--- config.mk ---
export PLATFORM = sky130hd
export DESIGN_NAME = mpg_gain_ctrl
export DESIGN_NICKNAME = d
export VERILOG_FILES = /design/src/verilog/mpg_pkg.sv /design/src/verilog/mpg_step_timer.sv /design/src/verilog/mpg_gain_ctrl.sv
export SDC_FILE = /design/constraint.sdc
export NUM_CORES = 1
export LEC_CHECK = 0
export BUFFER_PORTS_ARGS = -buffer_cell sky130_fd_sc_hd__buf_2
export CAP_MARGIN = 20
export CELL_PAD_IN_SITES_DETAIL_PLACEMENT = 1
export CELL_PAD_IN_SITES_GLOBAL_PLACEMENT = 2
export CORE_MARGIN = 2
export CORE_UTILIZATION = 25
export CTS_CLUSTER_DIAMETER = 30
export DETAILED_ROUTE_END_ITERATION = 12
export GPL_ROUTABILITY_DRIVEN = 0
export HOLD_SLACK_MARGIN = 0.08
export PLACE_DENSITY = 0.58
export SYNTH_ARGS = -nofsm -noshare
export SYNTH_HDL_FRONTEND = slang
export SYNTH_SLANG_ARGS = --single-unit
--- constraint.sdc ---
create_clock -name core_clk_i -period 5.75 [get_ports core_clk_i]
set_input_delay 0 -clock core_clk_i [delete_from_list [all_inputs] [get_ports core_clk_i]]
set_output_delay 0 -clock core_clk_i [all_outputs]
set_load 0.02 [all_outputs]
--- src/verilog/mpg_pkg.sv ---
package mpg_pkg;
  // register offsets (flat 8-bit address, page folded into the offset)
  localparam logic [7:0] ADDR_ADC_GAIN_FLAGS   = 8'h24;
  localparam logic [7:0] ADDR_MIC_BIAS_SELECT  = 8'h2E;
  localparam logic [7:0] ADDR_MIC_PREAMP_GAIN  = 8'h2F;
  localparam logic [7:0] ADDR_POS_INPUT_RES    = 8'h30;
  localparam logic [7:0] ADDR_NEG_INPUT_RES    = 8'h31;
  localparam logic [7:0] ADDR_ADC_POWER_SSTEP  = 8'h51;
  localparam logic [7:0] ADDR_ADC_MUTE_CONTROL = 8'h52;
  localparam logic [7:0] ADDR_AUTO_GAIN_CTRL   = 8'h56;

  // reset values
  localparam logic [7:0] RST_MIC_BIAS_SELECT  = 8'h00;
  localparam logic [7:0] RST_MIC_PREAMP_GAIN  = 8'h00;
  localparam logic [7:0] RST_POS_INPUT_RES    = 8'h00;
  localparam logic [7:0] RST_NEG_INPUT_RES    = 8'h00;
  localparam logic [7:0] RST_ADC_POWER_SSTEP  = 8'h00;
  localparam logic [7:0] RST_ADC_MUTE_CONTROL = 8'h00;
  localparam logic [7:0] RST_AUTO_GAIN_CTRL   = 8'h00;

  // field positions
  localparam int BIT_GAIN_REACHED = 7;
  localparam int BIT_ADC_POWERED  = 6;
  localparam int BIT_PREAMP_EN    = 7;
  localparam int BIT_ADC_PWR_UP   = 7;
  localparam int BIT_ADC_MUTE     = 7;
  localparam int BIT_AGC_EN       = 7;
  localparam int POS_RES_HI       = 7;
  localparam int POS_RES_LO       = 6;

  // soft-step modes in the power register, bits 1..0
  localparam logic [1:0] SSTEP_EVERY_TICK  = 2'h0;
  localparam logic [1:0] SSTEP_EVERY_OTHER = 2'h1;

  // bias levels
  localparam logic [1:0] BIAS_OFF   = 2'h0;
  localparam logic [1:0] BIAS_2V0   = 2'h1;
  localparam logic [1:0] BIAS_2V5   = 2'h2;
  localparam logic [1:0] BIAS_SUPPLY = 2'h3;

  // resistance codes and gain offsets in 0.5 dB units
  localparam logic [1:0]        RES_PLUS6      = 2'h1;
  localparam logic signed [8:0] OFS_PLUS6DB    = 9'sh00C;
  localparam logic signed [8:0] OFS_MINUS6DB   = -9'sh00C;
  localparam logic signed [8:0] OFS_NONE       = 9'sh000;
  localparam logic signed [8:0] OFS_DIFF_6DB   = 9'sh00C;

  localparam logic [6:0] GAIN_MAX_CODE = 7'h77;
  localparam logic [6:0] GAIN_ZERO     = 7'h00;

  // soft-step tick from the internal oscillator divider
  localparam int CLK_PERIOD_PS   = 4000;
  localparam int STEP_PERIOD_PS  = 1000000;
  localparam int STEP_CYC        = (STEP_PERIOD_PS + CLK_PERIOD_PS - 1) / CLK_PERIOD_PS;
  localparam logic [8:0] STEP_CNT_LAST = 9'(STEP_CYC - 1);

  typedef enum logic [1:0] {
    MPG_PWR_OFF  = 2'b00,
    MPG_PWR_ON   = 2'b01,
    MPG_PWR_RAMP = 2'b11
  } mpg_pwr_t;
endpackage

--- src/verilog/mpg_step_timer.sv ---
`timescale 1ns/100ps
// free-running divider standing in for the internal oscillator; it counts core_clk_i,
// so the ramp rate scales with that clock (one tick every 250 cycles)
module mpg_step_timer (
  input  wire logic core_clk_i,
  input  wire logic rst_i,
  output logic      tick_o
);
  logic [8:0] count;
  wire        wrap = (count == mpg_pkg::STEP_CNT_LAST);

  always_ff @(posedge core_clk_i or posedge rst_i) begin
    if (rst_i) begin
      count  <= 9'h000;
      tick_o <= 1'b0;
    end else begin
      count  <= wrap ? 9'h000 : count + 9'h001;
      tick_o <= wrap;
    end
  end
endmodule

--- src/verilog/mpg_gain_ctrl.sv ---
`timescale 1ns/100ps
// Function
// RULE_01 - two-bit bias field: off, 2 V, 2.5 V, analog supply level
// RULE_02 - seven-bit gain code, 0 to 59.5 dB in 0.5 dB steps
// RULE_03 - new gain is reached by soft-stepping, never applied at once; with power register bits 1..0 at 1x the code jumps straight to it
// RULE_04 - after reset gain is muted and soft-stepping is enabled
// RULE_05 - two-bit field in ADC power register enables or disables soft-stepping
// RULE_06 - step timing comes from an internal divider, not codec clock; the divider here counts core_clk_i
// RULE_07 - positive-left resistance from bits 7..6, others from bits 5..2
// RULE_08 - resistance code 01 adds 6 dB, codes 10 and 11 subtract 6 dB
// RULE_09 - differential input adds 6 dB more to effective gain
// RULE_10 - auto gain enable selects loop gain, else the fixed field
// RULE_11 - read-only flag set while applied gain equals requested gain
// RULE_12 - top gain bit enables preamp; disabled preamp gain is 0 dB
// RULE_13 - ADC mute freezes the digital record output value
// RULE_14 - host keeps codec clock running past the ADC power-down write
// RULE_15 - host stops codec clock only after powered flag clears
// RULE_16 - power register top bit powers ADC; flag bit six reports it
// RULE_17 - all registers eight bits; writable ones read back
// RULE_18 - a write during stepping retargets; flag clear until reached
// RULE_19 - each step moves one code and stops at the target
module mpg_gain_ctrl (
  input  wire logic        core_clk_i,
  input  wire logic        rst_i,
  input  wire logic        reg_wr_i,
  input  wire logic        reg_rd_i,
  input  wire logic [7:0]  reg_addr_i,
  input  wire logic [7:0]  reg_wdata_i,
  input  wire logic [6:0]  agc_gain_i,
  input  wire logic [15:0] adc_sample_i,
  input  wire logic        adc_sample_valid_i,
  output logic      [7:0]  reg_rdata_o,
  output logic      [1:0]  mic_bias_out_o,
  output logic             preamp_en_o,
  output logic      [6:0]  applied_gain_o,
  output logic             gain_muted_o,
  output logic signed [8:0] eff_gain_o,
  output logic      [3:0]  other_input_resistance_o,
  output logic             adc_powered_o,
  output logic      [15:0] adc_out_o
);
  logic [7:0] bias_reg;
  logic [7:0] gain_reg;
  logic [7:0] pos_res_reg;
  logic [7:0] neg_res_reg;
  logic [7:0] pwr_reg;
  logic [7:0] mute_reg;
  logic [7:0] agc_reg;
  logic       gain_reached;
  logic       step_phase;
  mpg_pkg::mpg_pwr_t pwr_state;
  mpg_pkg::mpg_pwr_t next_pwr_state;
  logic       tick;

  mpg_step_timer u_step_timer (
    .core_clk_i (core_clk_i),
    .rst_i      (rst_i),
    .tick_o     (tick)
  );

  // write decode
  wire wr_bias = reg_wr_i && (reg_addr_i == mpg_pkg::ADDR_MIC_BIAS_SELECT);
  wire wr_gain = reg_wr_i && (reg_addr_i == mpg_pkg::ADDR_MIC_PREAMP_GAIN);
  wire wr_pos  = reg_wr_i && (reg_addr_i == mpg_pkg::ADDR_POS_INPUT_RES);
  wire wr_neg  = reg_wr_i && (reg_addr_i == mpg_pkg::ADDR_NEG_INPUT_RES);
  wire wr_pwr  = reg_wr_i && (reg_addr_i == mpg_pkg::ADDR_ADC_POWER_SSTEP);
  wire wr_mute = reg_wr_i && (reg_addr_i == mpg_pkg::ADDR_ADC_MUTE_CONTROL);
  wire wr_agc  = reg_wr_i && (reg_addr_i == mpg_pkg::ADDR_AUTO_GAIN_CTRL);

  always_ff @(posedge core_clk_i or posedge rst_i) begin
    if (rst_i) begin
      bias_reg    <= mpg_pkg::RST_MIC_BIAS_SELECT;
      gain_reg    <= mpg_pkg::RST_MIC_PREAMP_GAIN;
      pos_res_reg <= mpg_pkg::RST_POS_INPUT_RES;
      neg_res_reg <= mpg_pkg::RST_NEG_INPUT_RES;
      pwr_reg     <= mpg_pkg::RST_ADC_POWER_SSTEP;
      mute_reg    <= mpg_pkg::RST_ADC_MUTE_CONTROL;
      agc_reg     <= mpg_pkg::RST_AUTO_GAIN_CTRL;
    end else begin
      if (wr_bias) bias_reg    <= reg_wdata_i; // [RULE_17]
      if (wr_gain) gain_reg    <= reg_wdata_i; // [RULE_17]
      if (wr_pos)  pos_res_reg <= reg_wdata_i;
      if (wr_neg)  neg_res_reg <= reg_wdata_i;
      if (wr_pwr)  pwr_reg     <= reg_wdata_i;
      if (wr_mute) mute_reg    <= reg_wdata_i;
      if (wr_agc)  agc_reg     <= reg_wdata_i;
    end
  end

  // read mux; unmapped addresses read zero
  wire [7:0] flags_val = {gain_reached, adc_powered_o, 6'h00}; // [RULE_11] [RULE_16]
  wire [7:0] rd_val =
    (reg_addr_i == mpg_pkg::ADDR_ADC_GAIN_FLAGS)   ? flags_val   :
    (reg_addr_i == mpg_pkg::ADDR_MIC_BIAS_SELECT)  ? bias_reg    :
    (reg_addr_i == mpg_pkg::ADDR_MIC_PREAMP_GAIN)  ? gain_reg    :
    (reg_addr_i == mpg_pkg::ADDR_POS_INPUT_RES)    ? pos_res_reg :
    (reg_addr_i == mpg_pkg::ADDR_NEG_INPUT_RES)    ? neg_res_reg :
    (reg_addr_i == mpg_pkg::ADDR_ADC_POWER_SSTEP)  ? pwr_reg     :
    (reg_addr_i == mpg_pkg::ADDR_ADC_MUTE_CONTROL) ? mute_reg    :
    (reg_addr_i == mpg_pkg::ADDR_AUTO_GAIN_CTRL)   ? agc_reg     : 8'h00;

  // gain target selection
  wire       pga_on    = gain_reg[mpg_pkg::BIT_PREAMP_EN];
  wire       agc_on    = agc_reg[mpg_pkg::BIT_AGC_EN];
  wire       pwr_req   = pwr_reg[mpg_pkg::BIT_ADC_PWR_UP];
  wire [6:0] req_gain  = agc_on ? agc_gain_i : gain_reg[6:0]; // [RULE_10]
  wire [6:0] req_clip  = (req_gain > mpg_pkg::GAIN_MAX_CODE) ? mpg_pkg::GAIN_MAX_CODE
                                                             : req_gain; // [RULE_02]
  // disabled preamp and a ramp to power-down both aim at 0 dB
  wire       aim_zero  = !pga_on || (pwr_state == mpg_pkg::MPG_PWR_RAMP);
  wire [6:0] target    = aim_zero ? mpg_pkg::GAIN_ZERO : req_clip; // [RULE_12]

  // soft-step control: mode 00 every tick, 01 every other tick, 1x jumps
  wire [1:0] sstep_mode = pwr_reg[1:0];
  wire       sstep_on   = (sstep_mode == mpg_pkg::SSTEP_EVERY_TICK) ||
                          (sstep_mode == mpg_pkg::SSTEP_EVERY_OTHER); // [RULE_05]
  wire       step_due   = tick && ((sstep_mode == mpg_pkg::SSTEP_EVERY_TICK) || step_phase); // [RULE_06]
  wire       at_target  = (applied_gain_o == target);
  wire       go_up      = applied_gain_o < target;
  wire [6:0] step_gain  = go_up ? applied_gain_o + 7'h01 : applied_gain_o - 7'h01; // [RULE_19]
  wire [6:0] next_gain  = at_target ? applied_gain_o :
                          !sstep_on ? target :
                          step_due  ? step_gain : applied_gain_o; // [RULE_03] [RULE_18]

  // power sequencing
  always_comb begin
    next_pwr_state = pwr_state;
    unique case (pwr_state)
      mpg_pkg::MPG_PWR_OFF:  if (pwr_req) next_pwr_state = mpg_pkg::MPG_PWR_ON;
      mpg_pkg::MPG_PWR_ON:   if (!pwr_req) next_pwr_state = mpg_pkg::MPG_PWR_RAMP;
      mpg_pkg::MPG_PWR_RAMP: begin
        if (pwr_req) next_pwr_state = mpg_pkg::MPG_PWR_ON;
        else if (applied_gain_o == mpg_pkg::GAIN_ZERO) next_pwr_state = mpg_pkg::MPG_PWR_OFF;
      end
      default: next_pwr_state = mpg_pkg::MPG_PWR_OFF;
    endcase
  end

  // effective gain including resistance and differential offsets
  wire [1:0] pos_res = pos_res_reg[mpg_pkg::POS_RES_HI:mpg_pkg::POS_RES_LO]; // [RULE_07]
  wire signed [8:0] res_ofs = (pos_res == 2'h0) ? mpg_pkg::OFS_NONE :
                              (pos_res == mpg_pkg::RES_PLUS6) ? mpg_pkg::OFS_PLUS6DB
                                                              : mpg_pkg::OFS_MINUS6DB; // [RULE_08]
  wire       diff_in  = (neg_res_reg[mpg_pkg::POS_RES_HI:mpg_pkg::POS_RES_LO] != 2'h0);
  wire signed [8:0] diff_ofs = diff_in ? mpg_pkg::OFS_DIFF_6DB : mpg_pkg::OFS_NONE; // [RULE_09]
  wire signed [8:0] next_eff = $signed({2'b00, next_gain}) + res_ofs + diff_ofs;

  wire next_muted = !pga_on || (next_pwr_state == mpg_pkg::MPG_PWR_OFF);
  wire take_sample = adc_sample_valid_i && adc_powered_o && !mute_reg[mpg_pkg::BIT_ADC_MUTE];

  always_ff @(posedge core_clk_i or posedge rst_i) begin
    if (rst_i) begin
      pwr_state                <= mpg_pkg::MPG_PWR_OFF;
      applied_gain_o           <= mpg_pkg::GAIN_ZERO;
      gain_muted_o             <= 1'b1; // [RULE_04]
      step_phase               <= 1'b0;
      gain_reached             <= 1'b1;
      eff_gain_o               <= mpg_pkg::OFS_NONE;
      reg_rdata_o              <= 8'h00;
      mic_bias_out_o           <= mpg_pkg::BIAS_OFF;
      preamp_en_o              <= 1'b0;
      other_input_resistance_o <= 4'h0;
      adc_powered_o            <= 1'b0;
      adc_out_o                <= 16'h0000;
    end else begin
      pwr_state      <= next_pwr_state;
      applied_gain_o <= next_gain;
      gain_muted_o   <= next_muted;
      if (tick) step_phase <= !step_phase;
      gain_reached   <= (next_gain == target); // [RULE_11] [RULE_18]
      eff_gain_o     <= next_eff;
      if (reg_rd_i) reg_rdata_o <= rd_val;
      mic_bias_out_o <= bias_reg[1:0]; // [RULE_01]
      preamp_en_o    <= pga_on; // [RULE_12]
      other_input_resistance_o <= pos_res_reg[5:2]; // [RULE_07]
      adc_powered_o  <= (next_pwr_state != mpg_pkg::MPG_PWR_OFF); // [RULE_16]
      if (take_sample) adc_out_o <= adc_sample_i; // [RULE_13]
    end
  end
endmodule

==> reports/metrics.cfg <==
[run_status]
run_status = completed

[timing]
period_share = 0.910
fmax_mhz = 191
worst_slew_pin_slew_ns = 0.876
slew_headroom = 0.416
fin_skew_ns = 0.0113
drv_slew = 0
finalHoldViolCount = 0
setup_viol = 0
period_needed_ns = 5.23

[synth]
yosysWarnings = 0
netlist_area_mm2 = 0.00596
synth_cell_type_count = 65
synth_edf_count = 0
yosysSeqAreaShare = 0.492
synth_seq_cells = 117
syn-num-nets = 566
ys.flop_type = dfrtp_1
synthTopCellsByArea = dfrtp_1, mux2_2, ha_1, xnor2_1, a22oi_1
syn_inst = 496
yosys.area.top_type_share = 0.483
yosysTopAreaCell = dfrtp_1
async_reset_ff_frac = 1.00
avgSynthCellArea_um2 = 12.0

[power]
peakVddDrop_uv = 158
power_mw = 3.05
powerDensity_mw_per_mm2 = 394
leakage_nw = 3.69

[clocking]
clkTransAtPathRegs_ns = 0.05
cts_root_buf = clkbuf_16
cts.sinks = 117
cts_tree = built
cts.path.max_buffers = 2
htree_levels = 4
clk_latency_ns = 0.41
cts_made_buffers = 17
postCtsSetupBuffers = 0

[finish]
final_common_cell = dfrtp_1
antenna_cells = 0
fill_cells = 2576
top_regs = adc_out_o x16, eff_gain_o x9, u_step_timer.count x9
finalNetCount = 699
top_register = adc_out_o
final_cell_area_mm2 = 0.00774
final-instance-count-excl-fill = 960
syn2layout_area_growth_pct = 29.8
final_cell_mix = dfrtp_1, buf_2, mux2_2
largest_reg_flops = 16
drive_above_1_share = 0.342

[place]
dpl.hpwl_um = 12300
port-buffer-count = 92
dpl.cell_count = 899
place_area_mm2 = 0.00680

[route]
routed_via_density = 4.64
first_pass_iters = 4
wire_per_inst_um = 17.4
drt_iter0_drc = 217
drc_errors = 0
ant_nets = 0
finalWirelength_um = 16700
vias = 4450

[die]
row_count = 56
design.die.area_mm2 = 0.0251
io_pins = 93
die_height_um = 158
die_w_um = 158
initial_utilization = 0.254
core_area_mm2 = 0.0235

[critical_path]
crit_path_end_kind = flop
cp.arrival_ns = 5.52
cp_data_required_time_ns = 6.04
crit_fanout = 11
critPathKind = reg -> reg
setup.worst_path.start_class = flop

[grt]
grt_pass1_wl_um = 26300
antenna_found_initial = 0
grt_max_degree = 69
grt_pass1_vias = 4774
grt-ovfl-total = 0
grt_usage = 0.138

[hold_path]
hold_class = in -> reg

[run]
drv_cap = 0

[area by class of cell]
type,instances,area [µm²],share of cell area
flip-flops and latches,117,2930,0.379
well taps,319,399,0.0516
multi-input cells,344,2890,0.374
repair buffers,128,806,0.104
inverters,21,81.3,0.0105
clock inverters,11,174,0.0225
clock buffers,20,457,0.0590
[cell usage after synthesis (all sizes together) (7+ instances only)]
cell,n
a21o,7
a21oi,17
a221oi,10
a22o,8
a22oi,20
buf,7
clkbuf,7
dfrtp,115
ha,22
inv,21
mux2,74
mux2i,9
nand2,26
nand3,7
nor2,35
o21ai,11
xnor2,18
xor2,7
[through the flow]
step	util	hold slack [ns]	setup slack (ns)	TNS [ns]
after global routing	0.330	0.142	-0.0270	-0.0270
final	0.330	0.136	0.519	0
after CTS	0.329	0.118	0.204	0
after floorplan	-	0.132	0.826	0
after detailed placement	0.290	0.135	0.231	0
after global placement	0.290	0.124	0.425	0
[path summary, 6_finish.rpt]
check,cells past startpoint,to,slack [ns],start
setup reg to reg,25,eff_gain_o[7]$_DFF_PP0_,0.52,agc_reg[7]$_DFFE_PP0P_
min in group asynchronous,3,other_input_resistance_o[2]$_DFF_PP0_,0.22,rst_i
hold / removal,3,agc_reg[7]$_DFFE_PP0P_,0.14,reg_wr_i
hold reg to reg,0,mic_bias_out_o[1]$_DFF_PP0_,0.40,bias_reg[1]$_DFFE_PP0P_
setup / recovery,25,eff_gain_o[7]$_DFF_PP0_,0.52,agc_reg[7]$_DFFE_PP0P_
max in group asynchronous,4,agc_reg[7]$_DFFE_PP0P_,4.17,rst_i
[worst max-delay path: stages, from the launching register on]
cell      delay [ns]
dfrtp_2         0.50
nor2b_1         0.14
nand4_1         0.18
a31oi_1         0.23
inv_1           0.08
ha_1            0.29
nor2b_1         0.14
o21a_1          0.16
o211ai_1        0.16
nand2_1         0.22
ha_1            0.35
a211oi_1        0.36
nor2_1          0.11
xor2_1          0.17
a22oi_1         0.16
nor2_1          0.07
a221oi_2        0.29
fa_1            0.44
inv_1           0.07
ha_1            0.17
inv_1           0.06
fa_1            0.40
inv_1           0.07
a21o_1          0.10
a21oi_1         0.07
xnor2_1         0.12
[layer usage]
| metal | share of wire | GRT usage | wire length (µm) |
|---|---|---|---|
| met5 | 0 | 0 | 0 |
| met4 | 0.0068 | 0.0425 | 114 |
| met3 | 0.029 | 0.0261 | 477 |
| met2 | 0.49 | 0.237 | 8180 |
| met1 | 0.47 | 0.177 | 7930 |
[what timing repair did]
item	in CTS	in global routing
gates resized for setup	0	4
endpoints found under the hold margin	128	0
endpoints found under the setup margin	0	3
hold buffers	30	0
[logic make-up after synthesis]
| group | Yosys count | synth area share |
|---|---|---|
| adders and majority gates | 26 | 0.0596 |
| buffers and inverters | 35 | 0.0252 |
| AOI/OAI and AO/OA | 97 | 0.117 |
| DFF | 117 | 0.492 |
| xor gates and xnor gates | 25 | 0.0367 |
| muxes | 83 | 0.159 |
| and+or+nand+nor | 113 | 0.111 |
[report_power, final]
part           switching [mW]  leakage [nW]  total [mW]  internal, mW
registers              0.0828          1.54        1.03         0.949
logic                   0.521          1.84       0.893         0.372
clock network           0.377         0.311        1.13         0.749
total                   0.980          3.69        3.05          2.07
No activity file was read; power rests on OpenSTA's default activity.
